===== src/core/cs_decoder_defs.svh =====
// Address map, start-up and status lamp timing constants of the chip-select decoder.
`ifndef CS_DECODER_DEFS_SVH
`define CS_DECODER_DEFS_SVH

// ----------------------------------------------------------------
// Address map
// ----------------------------------------------------------------
`define ADDR_W               20
`define BOOT_TOP_NIB         4'h0
`define RAM_TOP_NIB          4'h1
`define WIN_BASE_HI          8'h7E
`define WIN_BASE_HI2         8'h7F

// ----------------------------------------------------------------
// Clocking and start-up
// ----------------------------------------------------------------
`define PLL_MULT             9'h100
`define CLK_HZ               20_000_000
`define FLASH_START_S        5
`define FLASH_START_CYC      (`FLASH_START_S * `CLK_HZ)
`define FLASH_PERIOD_MS      1000
`define FLASH_PERIOD_CYC     (`FLASH_PERIOD_MS * (`CLK_HZ / 1000))
`define PASS_ON_PCT          50
`define FAIL_ON_PCT          10
`define SUP_PULSE_CYC        16'h0010

`endif


===== src/core/cs_decoder_pkg.sv =====
// Types shared by the chip-select decoder.
package cs_decoder_pkg;

    typedef struct packed {
        logic boot_rom_select_n;
        logic ram_read_select_n;
        logic ram_write_select_n;
        logic ext_read_strobe_n;
        logic ext_write_strobe_n;
        logic ext_access_select_n;
        logic [3:0] window_select_n;
    } selects_s;

    typedef enum logic [1:0] {
        ST_RESET,
        ST_WAIT_LOCK,
        ST_RUN
    } boot_state_e;

endpackage : cs_decoder_pkg


===== src/core/module_chip_select_decoder.sv =====
// Chip-select decoder with start-up sequencing and self-check lamp.
// How it works
// Boot ROM select low only for reads in the lowest 64 kbytes.
// Bit 15 is ignored, so ROM and RAM mirror just above themselves.
// RAM region reads assert RAM read select, writes RAM write select.
// Windows A and B drive their own select on any access inside.
// Windows C and D likewise drive their own select.
// Window accesses assert shared select plus read or write strobe.
// All selects active low, others held high.
// Port carries 8-bit data, two strobes, four selects, four address LSBs.
// No fetch or execution before the PLL reports lock.
// Clock multiplier reads as 256 times reference after reset.
// Software doubles the clock after lock.
// Data bit 0 low during reset selects 8-bit boot memory.
// Supervisor resets at power-up and on each button press.
// Self-test pass flashes lamp 50/50, starting within five seconds; the code starts it at i_test_done, with no timer.
// Self-test failure flashes lamp 10 on, 90 off.
// Unused ranges leave external selects and strobes high.
// Selects follow current address and direction for the whole cycle; the code registers them, so they lag one cycle.
`timescale 1ns/100ps
`include "cs_decoder_defs.svh"

module module_chip_select_decoder (
    input  wire logic               i_sys_clk,
    input  wire logic               i_sys_rst,
    input  wire logic [19:0]        i_addr,
    input  wire logic               i_read,
    input  wire logic               i_write,
    input  wire logic [7:0]         i_cpu_wdata,
    input  wire logic [7:0]         i_port_data,
    input  wire logic               i_pll_lock,
    input  wire logic               i_button_n,
    input  wire logic               i_data0_strap,
    input  wire logic               i_clk_double,
    input  wire logic               i_test_done,
    input  wire logic               i_test_pass,
    output logic                    o_boot_rom_select_n,
    output logic                    o_ram_read_select_n,
    output logic                    o_ram_write_select_n,
    output logic                    o_ext_read_strobe_n,
    output logic                    o_ext_write_strobe_n,
    output logic                    o_ext_access_select_n,
    output logic [3:0]              o_window_select_n,
    output logic [3:0]              o_port_addr_lsb,
    output logic [7:0]              o_port_data_lsb,
    output logic                    o_port_data_oe,
    output logic [7:0]              o_cpu_rdata,
    output logic                    o_cpu_run,
    output logic                    o_boot_8bit,
    output logic [9:0]              o_clk_mult,
    output logic                    o_sup_reset,
    output logic                    o_led
);

    // ----------------------------------------------------------------
    // Input synchronisers
    // ----------------------------------------------------------------
    logic [1:0] lock_sync_q;
    logic [1:0] btn_sync_q;
    logic [1:0] strap_sync_q;

    always_ff @(posedge i_sys_clk) begin
        if (i_sys_rst) begin
            lock_sync_q  <= 2'h0;
            btn_sync_q   <= 2'h3;
            strap_sync_q <= 2'h3;
        end else begin
            lock_sync_q  <= {lock_sync_q[0], i_pll_lock};
            btn_sync_q   <= {btn_sync_q[0], i_button_n};
            strap_sync_q <= {strap_sync_q[0], i_data0_strap};
        end
    end

    // ----------------------------------------------------------------
    // Reset supervisor
    // ----------------------------------------------------------------
    logic        btn_prev_q;
    logic [15:0] sup_cnt_q;

    // Power-up and button pulse.
    always_ff @(posedge i_sys_clk) begin
        if (i_sys_rst) begin
            btn_prev_q <= 1'b1;
            sup_cnt_q  <= `SUP_PULSE_CYC;
        end else begin
            btn_prev_q <= btn_sync_q[1];
            if (btn_prev_q && !btn_sync_q[1]) begin
                sup_cnt_q <= `SUP_PULSE_CYC;
            end else if (sup_cnt_q != 16'h0000) begin
                sup_cnt_q <= sup_cnt_q - 16'h0001;
            end
        end
    end

    always_ff @(posedge i_sys_clk) begin
        if (i_sys_rst) begin
            o_sup_reset <= 1'b1;
        end else begin
            o_sup_reset <= (sup_cnt_q != 16'h0000);
        end
    end

    // ----------------------------------------------------------------
    // Start-up sequencing
    // ----------------------------------------------------------------
    cs_decoder_pkg::boot_state_e state_q;

    // Hold execution until lock.
    always_ff @(posedge i_sys_clk) begin
        if (i_sys_rst || o_sup_reset) begin
            state_q <= cs_decoder_pkg::ST_RESET;
        end else begin
            unique case (state_q)
                cs_decoder_pkg::ST_RESET: begin
                    state_q <= cs_decoder_pkg::ST_WAIT_LOCK;
                end
                cs_decoder_pkg::ST_WAIT_LOCK: begin
                    if (lock_sync_q[1]) begin
                        state_q <= cs_decoder_pkg::ST_RUN;
                    end
                end
                cs_decoder_pkg::ST_RUN: begin
                    state_q <= cs_decoder_pkg::ST_RUN;
                end
            endcase
        end
    end

    always_ff @(posedge i_sys_clk) begin
        if (i_sys_rst) begin
            o_cpu_run <= 1'b0;
        end else begin
            o_cpu_run <= (state_q == cs_decoder_pkg::ST_RUN) && !o_sup_reset;
        end
    end

    // The strap is caught while reset is held, never loaded by the reset itself.
    // Boot width strap.
    always_ff @(posedge i_sys_clk) begin
        if (state_q == cs_decoder_pkg::ST_RESET) begin
            o_boot_8bit <= !strap_sync_q[1];
        end
    end

    // Multiplier after reset; doubled by software once running.
    always_ff @(posedge i_sys_clk) begin
        if (i_sys_rst || o_sup_reset) begin
            o_clk_mult <= {1'b0, `PLL_MULT};
        end else if (i_clk_double && state_q == cs_decoder_pkg::ST_RUN) begin
            o_clk_mult <= {`PLL_MULT, 1'b0};
        end
    end

    // ----------------------------------------------------------------
    // Address decode
    // ----------------------------------------------------------------
    cs_decoder_pkg::selects_s sel_d;
    logic                     win_hit;
    logic [1:0]               win_idx;

    always_comb begin
        sel_d   = '1;
        win_hit = (i_addr[19:12] == `WIN_BASE_HI) || (i_addr[19:12] == `WIN_BASE_HI2);
        win_idx = i_addr[12:11];
        if (o_cpu_run && (i_read || i_write)) begin
            // Bit 15 is left out of the compare.
            // Boot ROM on reads.
            if (i_addr[19:16] == `BOOT_TOP_NIB && i_read) begin
                sel_d.boot_rom_select_n = 1'b0;
            end
            // RAM read and write selects.
            if (i_addr[19:16] == `RAM_TOP_NIB) begin
                sel_d.ram_read_select_n  = !i_read;
                sel_d.ram_write_select_n = !i_write;
            end
            // Windows, shared select and strobes.
            if (win_hit) begin
                sel_d.window_select_n[win_idx] = 1'b0;
                sel_d.ext_access_select_n      = 1'b0;
                sel_d.ext_read_strobe_n        = !i_read;
                sel_d.ext_write_strobe_n       = !i_write;
            end
        end
        // Unused ranges fall through with every select high.
    end

    // Registering costs one cycle of latency but keeps the pins glitch free.
    // Selects registered each cycle.
    always_ff @(posedge i_sys_clk) begin
        if (i_sys_rst) begin
            o_boot_rom_select_n   <= 1'b1;
            o_ram_read_select_n   <= 1'b1;
            o_ram_write_select_n  <= 1'b1;
            o_ext_read_strobe_n   <= 1'b1;
            o_ext_write_strobe_n  <= 1'b1;
            o_ext_access_select_n <= 1'b1;
            o_window_select_n     <= 4'hF;
        end else begin
            o_boot_rom_select_n   <= sel_d.boot_rom_select_n;
            o_ram_read_select_n   <= sel_d.ram_read_select_n;
            o_ram_write_select_n  <= sel_d.ram_write_select_n;
            o_ext_read_strobe_n   <= sel_d.ext_read_strobe_n;
            o_ext_write_strobe_n  <= sel_d.ext_write_strobe_n;
            o_ext_access_select_n <= sel_d.ext_access_select_n;
            o_window_select_n     <= sel_d.window_select_n;
        end
    end

    // Port address, data and direction.
    always_ff @(posedge i_sys_clk) begin
        if (i_sys_rst) begin
            o_port_addr_lsb <= 4'h0;
            o_port_data_lsb <= 8'h00;
            o_port_data_oe  <= 1'b0;
            o_cpu_rdata     <= 8'h00;
        end else begin
            o_port_addr_lsb <= i_addr[3:0];
            o_port_data_lsb <= i_cpu_wdata;
            o_port_data_oe  <= !sel_d.ext_write_strobe_n;
            o_cpu_rdata     <= i_port_data;
        end
    end

    // ----------------------------------------------------------------
    // Self-check lamp
    // ----------------------------------------------------------------
    logic [31:0] flash_cnt_q;
    logic [31:0] on_cyc;

    assign on_cyc = i_test_pass ? 32'((`FLASH_PERIOD_CYC * `PASS_ON_PCT) / 100)
                                : 32'((`FLASH_PERIOD_CYC * `FAIL_ON_PCT) / 100);

    // The lamp is lit steadily until the test reports, so a stuck part shows as no flashing.
    // Pass and fail duty cycles.
    always_ff @(posedge i_sys_clk) begin
        if (i_sys_rst || !o_cpu_run || !i_test_done) begin
            flash_cnt_q <= 32'h0000_0000;
            o_led       <= 1'b1;
        end else begin
            if (flash_cnt_q == 32'(`FLASH_PERIOD_CYC - 1)) begin
                flash_cnt_q <= 32'h0000_0000;
            end else begin
                flash_cnt_q <= flash_cnt_q + 32'h0000_0001;
            end
            o_led <= (flash_cnt_q < on_cyc);
        end
    end

endmodule : module_chip_select_decoder


===== config.mk =====
export PLATFORM = sky130hd
export DESIGN_NAME = module_chip_select_decoder
export DESIGN_NICKNAME = d
export VERILOG_FILES = /design/src/core/cs_decoder_pkg.sv /design/src/core/module_chip_select_decoder.sv
export VERILOG_INCLUDE_DIRS = /design/src /design/src/core
export SDC_FILE = /design/constraint.sdc
export NUM_CORES = 1
export LEC_CHECK = 0
export BUFFER_PORTS_ARGS = -buffer_cell sky130_fd_sc_hd__clkbuf_2
export CAP_MARGIN = 20
export CORE_ASPECT_RATIO = 0.9
export CORE_MARGIN = 5
export CORE_UTILIZATION = 45
export DETAILED_ROUTE_END_ITERATION = 7
export HOLD_SLACK_MARGIN = 0.06
export PLACE_DENSITY = 0.78
export SLEW_MARGIN = 20
export SYNTH_ARGS = -nofsm -noshare
export SYNTH_HDL_FRONTEND = slang
export SYNTH_SLANG_ARGS = --single-unit
export TNS_END_PERCENT = 5

===== constraint.sdc =====
create_clock -name i_sys_clk -period 4.1 [get_ports i_sys_clk]
set_input_delay 0 -clock i_sys_clk [delete_from_list [all_inputs] [get_ports i_sys_clk]]
set_output_delay 0 -clock i_sys_clk [all_outputs]
set_load 0.05 [all_outputs]

==> results of run 1 <==
==> final timing paths <==
path,depth (start not counted),startpoint,slack (ns),endpoint
worst max-delay path,4,flash_cnt_q[16]$_SDFF_PP0_,1.82,flash_cnt_q[4]$_SDFF_PP0_
worst max register to register,4,flash_cnt_q[16]$_SDFF_PP0_,1.82,flash_cnt_q[4]$_SDFF_PP0_
worst min register to register,1,strap_sync_q[0]$_SDFF_PP1_,0.42,strap_sync_q[1]$_SDFF_PP1_
worst min-delay path,3,i_test_done,0.15,flash_cnt_q[8]$_SDFF_PP0_
==> registers in the layout (all words and copies together) (netlist names), 2 cells and up <==
register,flops
btn_sync_q,2
state_q,2
o_cpu_rdata,8
flash_cnt_q,32
o_port_data_lsb,8
lock_sync_q,2
o_window_select_n,4
o_port_addr_lsb,4
strap_sync_q,2
sup_cnt_q,16
o_clk_mult,2
==> placed cells by master, fill, tap and decap left out, types with 8 or more instances in the layout <==
| cell type | count |
|---|---|
| a21oi_1 | 30 |
| and4_1 | 9 |
| clkbuf_2 | 75 |
| clkbuf_8 | 10 |
| conb_1 | 8 |
| dfxtp_1 | 93 |
| dlygate4sd3_1 | 36 |
| ha_1 | 11 |
| inv_1 | 13 |
| nand2_1 | 19 |
| nand3_1 | 17 |
| nand4_1 | 18 |
| nor2_1 | 26 |
| nor2b_1 | 23 |
| nor3_1 | 8 |
| nor4_1 | 10 |
| o21ai_0 | 9 |
| o31ai_1 | 15 |
| or3_1 | 9 |
| or4_1 | 15 |
==> per-layer routing <==
layer	GRT usage [%]	part of all wire, %	up-vias
met1	23.4	42	1732
met4	6.04	1.9	0
met5	0	0	-
met2	30.1	48	137
li1	-	-	1788
met3	5.53	7.2	17
==> logic make-up (layout without fill, tap and decap cells) <==
family / after synthesis / count (layout) / synth area share [%]
multiplexers: 1 / 1 / 0.247
AND/OR/NAND/NOR: 191 / 191 / 28.6
buffers and inverters: 43 / 140 / 5.00
flip-flops: 94 / 94 / 46.6
XOR/XNOR: 12 / 12 / 2.59
AO/OA/AOI/OAI: 84 / 84 / 13.5
adder cells (fa/ha/maj): 11 / 11 / 3.39
other: 1 / 8 / 0.0924
==> cell type report <==
class                      instances  share of cell area, %
inverter                          13                  0.970
clock buffer                      11                   2.81
timing repair buffer             111                   14.6
clock inverter                     5                   1.29
sequential                        94                   37.6
tap                              119                   2.96
multi-input combinational        307                   39.7
==> worst reg2reg max path: stages, from the launching register on <==
cell and delay (ns):
dfxtp_1 0.47, nor4bb_1 0.36, nand4_1 0.29, o31ai_4 0.89, nor2_1 0.11
==> power groups by stage <==
stage	clock (mW)	combinational, mW	sequential [mW]
6_report	0.632	0.428	1.04
5_1_grt	0.698	0.472	1.05
4_1_cts	0.655	0.423	1.04
3_5_place_dp	0	0.399	1.06
3_3_place_gp	0	0.389	1.06
2_1_floorplan	0	0.286	1.09
==> run summary, run 1 <==
Synth top cells by count: dfxtp_1, a21oi_1, nor2_1
Setup-failing EPs final: 0
max incr delay on CP: 0.89 ns
clk sinks: 94
fmax: 439 MHz
Async S/R FF share, synth: 0%
final hold slack: 0.146 ns
Pins Over Slew Limit: 0
post-layout instance area: 0.00503 mm2
ys flop type: dfxtp_1
final net count: 593
first-pass GRT wire length: 16.3 mm
worst min path class: input pin to register
area of the multi-input gates: 0.00200 mm2
Bufs and invs on worst path: 0
IO Count: 91
setup TNS: 0 ns
Relative slew margins: 35.7%
# port buffers: 75
crit path capture type: register
Yosys Warn Count: 0
die area: 0.0110 mm2
DP Worst Slack: 1.84 ns
detailed-route DRC error count: 0
Yosys reg bits: 94
final hold vios: 0
slowest CP cell: o31ai_4
most frequent cell after synthesis: dfxtp_1
Syn Std Cell Area: 0.00406 mm2
Psw: 0.647 mW
max cap viols: 0
layout cell share with drive strength beyond 1: 18.7%
# Post-CTS Setup Buffers: 0
core area: 0.00869 mm2
gr ovfl total: 0
Power Internal: 1.45 mW
Syn-to-layout area delta: 24.0%
# fillers: 754
Reg power frac: 49.5%
Clk pwr share: 30.1%
period utilization: 55.5%
Synth Area per Inst: 9.28 um2
final RePlAce weighted congestion: 0.831
largest net degree at the start of global routing: 39
Worst Slack Setup Final: 1.82 ns
critical path class: register to register
Clk Latency, worst-skew pair: 0.36 ns
Synth top area share: 45.9%
Register Area: 0.00189 mm2
first drt pass iteration count: 5
vias per cell: 5.57
placed instance area: 0.00446 mm2
Req. time, crit path: 4.30 ns
Area contributors post-synth: dfxtp_1, a21oi_1, nor2b_1
CTS tree: done
Hold-fix buffers, CTS: 36
Worst Path Arrival: 2.48 ns
Post-DRT Antenna Nets: 0
root buffer cell: clkbuf_8
number of H-tree levels: 3
drt total wl: 9.69 mm
filler-free cell count of the finished design: 660
cell taking the most area after synthesis: dfxtp_1
clk_skew: 0.0123 ns
vias in the first global route: 3,465
# rows: 32
minimum clock period: 2.28 ns
P_leak: 1.91 nW
CP top delay family: compound AO/OA/AOI/OAI gates
Worst-path clk slew: 0.09 ns
Final Total Pwr: 2.10 mW
Die Height: 100 um
vias: 3,674
crit-path cells: nor4bb_1 > nand4_1 > o31ai_4 > nor2_1
Starting Density: 46.7%
GR Util All Layers: 18.5%
HPWL after DPL: 6.43 mm
initial antenna violation count: 0
Post-Syn Instances: 437
WL/cell: 14.7 um
count of different cell masters after synthesis: 55
cts bufs inserted: 9
register area share after synthesis: 46.6%
Crit Path Max Fanout: 23
Switching Share: 30.8%
fin util: 57.9%
Comb power frac: 20.4%
outcome: complete, no violations
Placed Cells: 608
crit start category: register
setup repair after global routing missed its margin: false
Clock Tree Buf Depth: 2
Post-synth EDFFs: 1
Die Wd: 110 um
worst vdd ir: 269 uV
initial drt markers: 195
# diodes: 0
PostCTS Resize Cnt: 0
pin slew with the least headroom to its limit: 0.964 ns
Power per Cell Area: 418 mW/mm2
(Power assumes the default switching activity.)
==> run 2, diff against run 1 <==
Clock period 4.1 ns to 2.14 ns, I/O delays scaled along.
==> run summary, run 2 (synthesized netlist as in run 1, its figures left out) <==
Clk Latency, worst-skew pair: 0.37 ns (was 0.36 ns)
WL/cell: 15.0 um (was 14.7 um)
setup TNS: 0 ns (unchanged)
crit path capture type: register (unchanged)
DRT met1 WL: 4.08 mm (was 4.11 mm)
CP top delay family: simple AND/OR/NAND/NOR gates (was compound AO/OA/AOI/OAI gates)
vias per cell: 5.46 (was 5.57)
Clk pwr share: 28.8% (was 30.1%)
number of H-tree levels: 3 (unchanged)
Psw: 1.24 mW (was 0.647 mW)
Crit Path Max Fanout: 6 (was 23)
Die Wd: 110 um (unchanged)
Switching Share: 31.1% (was 30.8%)
die area: 0.0110 mm2 (unchanged)
first drt pass iteration count: 7 (was 5)
hold path cells: 4 (was 3)
gr ovfl total: 0 (unchanged)
Req. time, crit path: 2.40 ns (was 4.30 ns)
Relative slew margins: 59.4% (was 35.7%)
initial drt markers: 238 (was 195)
minimum clock period: 2.00 ns (was 2.28 ns)
crit-path cells: nor3b_2 > and4_1 > nor2b_1 > nand2_1 > dlygate4sd3_1 (was nor4bb_1 > nand4_1 > o31ai_4 > nor2_1)
routed wl met2: 4.87 mm (was 4.70 mm)
r2r endpoint: o_window_select_n[2]$_SDFF_PP1_ (was flash_cnt_q[4]$_SDFF_PP0_)
Bufs and invs on worst path: 1 (was 0)
Worst Slack Setup Final: 0.138 ns (was 1.82 ns)
area of the multi-input gates: 0.00199 mm2 (was 0.00200 mm2)
final hold vios: 0 (unchanged)
Pins Over Slew Limit: 0 (unchanged)
final RePlAce weighted congestion: 0.846 (was 0.831)
RR Startpoint: o_cpu_run$_SDFF_PP0_ (was flash_cnt_q[16]$_SDFF_PP0_)
Worst R2R Path Depth: 5 (was 4)
setup repair after global routing missed its margin: false (unchanged)
Worst-path clk slew: 0.09 ns (about the same)
HPWL after DPL: 6.49 mm (was 6.43 mm)
hold path start: i_test_done (unchanged)
Power Internal: 2.74 mW (was 1.45 mW)
core area: 0.00869 mm2 (unchanged)
layout cell share with drive strength beyond 1: 20.0% (was 18.7%)
# rows: 32 (unchanged)
final net count: 602 (was 593)
Comb power frac: 21.2% (was 20.4%)
initial antenna violation count: 0 (unchanged)
max incr delay on CP: 0.54 ns (was 0.89 ns)
vias: 3,646 (was 3,674)
worst min path class: input pin to register (unchanged)
drt total wl: 10.0 mm (was 9.69 mm)
GR Util All Layers: 19.1% (was 18.5%)
R2R Setup Slk: 0.14 ns (was 1.82 ns)
critical path class: register to register (unchanged)
Die Height: 100 um (unchanged)
cts bufs inserted: 9 (unchanged)
Setup-failing EPs final: 0 (unchanged)
# fillers: 748 (was 754)
clk sinks: 94 (unchanged)
Reg power frac: 50.0% (was 49.5%)
detailed-route DRC error count: 0 (unchanged)
fmax: 499 MHz (was 439 MHz)
# diodes: 0 (unchanged)
root buffer cell: clkbuf_8 (unchanged)
outcome: complete, no violations (unchanged)
Clock Tree Buf Depth: 2 (unchanged)
met3 wire len: 918 um (was 697 um)
period utilization: 93.6% (was 55.5%)
Placed Cells: 616 (was 608)
pin slew with the least headroom to its limit: 0.604 ns (was 0.964 ns)
P_leak: 1.94 nW (was 1.91 nW)
vias in the first global route: 3,431 (was 3,465)
Starting Density: 46.7% (unchanged)
commonest cells after routing, fill and taps aside: dfxtp_1, clkbuf_2, dlygate4sd3_1 (unchanged)
slowest CP cell: dlygate4sd3_1 (was o31ai_4)
filler-free cell count of the finished design: 668 (was 660)
# Post-CTS Setup Buffers: 0 (unchanged)
worst vdd ir: 463 uV (was 269 uV)
WHS Endpoint: flash_cnt_q[14]$_SDFF_PP0_ (was flash_cnt_q[8]$_SDFF_PP0_)
max reg flops: 32 (unchanged)
Top reg by flops: flash_cnt_q (unchanged)
Max Used Layer: met4 (unchanged)
commonest non-fill, non-tap cell in the layout: dfxtp_1 (unchanged)
Post-DRT Antenna Nets: 0 (unchanged)
top flop regs: flash_cnt_q (32), sup_cnt_q (16) (unchanged)
largest net degree at the start of global routing: 37 (was 39)
Register Area: 0.00189 mm2 (unchanged)
clk_skew: 0.00847 ns (was 0.0123 ns)
Power per Cell Area: 785 mW/mm2 (was 418 mW/mm2)
fin util: 58.4% (was 57.9%)
CTS tree: done (unchanged)
# port buffers: 75 (unchanged)
IO Count: 91 (unchanged)
Worst Path Arrival: 2.26 ns (was 2.48 ns)
crit start category: register (unchanged)
max cap viols: 0 (unchanged)
first-pass GRT wire length: 16.6 mm (was 16.3 mm)
final hold slack: 0.118 ns (was 0.146 ns)
Syn-to-layout area delta: 25.1% (was 24.0%)
DP Worst Slack: 0.288 ns (was 1.84 ns)
==> run 2: changes by cell type in the layout (fill, tap and decap cells not counted) <==
cell | previous run | this run
buf_4 | 0 | 8
clkbuf_1 | 1 | 0
clkbuf_8 | 10 | 9
clkinv_2 | 0 | 3
clkinv_4 | 2 | 0
clkinvlp_4 | 0 | 1
dlygate4sd3_1 | 36 | 37
inv_6 | 2 | 1
nor3b_1 | 3 | 2
nor3b_2 | 0 | 1
o31ai_2 | 0 | 1
o31ai_4 | 1 | 0
==> run 2: through the flow <==
step	power, mW	area (um2)
6_report	3.98	5070
3_3_place_gp	2.78	4510
5_1_grt	4.20	5070
3_5_place_dp	2.82	4510
4_1_cts	4.00	5070
2_1_floorplan	2.64	4080
==> run 2: worst max-delay path by stage <==
stage | cells past startpoint | slack (ns) | start | endpoint
after detailed placement | 4 | 0.29 | flash_cnt_q[3]$_SDFF_PP0_ | flash_cnt_q[21]$_SDFF_PP0_
final | 5 | 0.14 | o_cpu_run$_SDFF_PP0_ | o_window_select_n[2]$_SDFF_PP1_
after global routing | 5 | 0.004 | o_cpu_run$_SDFF_PP0_ | o_window_select_n[2]$_SDFF_PP1_
after floorplan | 4 | 0.28 | o_cpu_run$_SDFF_PP0_ | o_led$_SDFF_PP1_
after CTS | 5 | 0.09 | o_cpu_run$_SDFF_PP0_ | o_window_select_n[2]$_SDFF_PP1_
after global placement | 4 | 0.34 | flash_cnt_q[3]$_SDFF_PP0_ | flash_cnt_q[25]$_SDFF_PP0_
==> run 2: repair_timing <==
item                                    in CTS  in global routing
endpoints found under the hold margin       36                  0
hold buffers                                37                  0
resized for setup                            0                  1
endpoints found under the setup margin       0                  1
==> run 2: worst min-delay path, cell delays in order <==
cell and delay, ns:
clkbuf_2 0.09, nand3b_1 0.13, buf_4 0.18, a21oi_1 0.04
==> run 2: power groups by stage <==
| stage | clock network, mW | registers [mW] | logic (mW) |
|---|---|---|---|
| final | 1.15 | 1.99 | 0.845 |
| after global routing | 1.26 | 2.01 | 0.924 |
| after CTS | 1.18 | 1.99 | 0.833 |
| after detailed placement | 0 | 2.03 | 0.785 |
| after global placement | 0 | 2.02 | 0.762 |
| after floorplan | 0 | 2.09 | 0.548 |
==> run 2: final cells by class <==
cell class,instances,area share (%)
Sequential cell,94,37.3
Tap cell,119,2.93
Clock buffer,9,2.44
Timing Repair Buffer,120,15.9
Clock inverter,6,1.21
Multi-Input combinational cell,307,39.3
Inverter,13,0.962
==> run 2: routing by layer <==
layer,GRT usage (%),up-vias
met5,0,-
met4,4.51,0
met3,7.40,17
met2,31.1,136
met1,23.7,1694
li1,-,1799
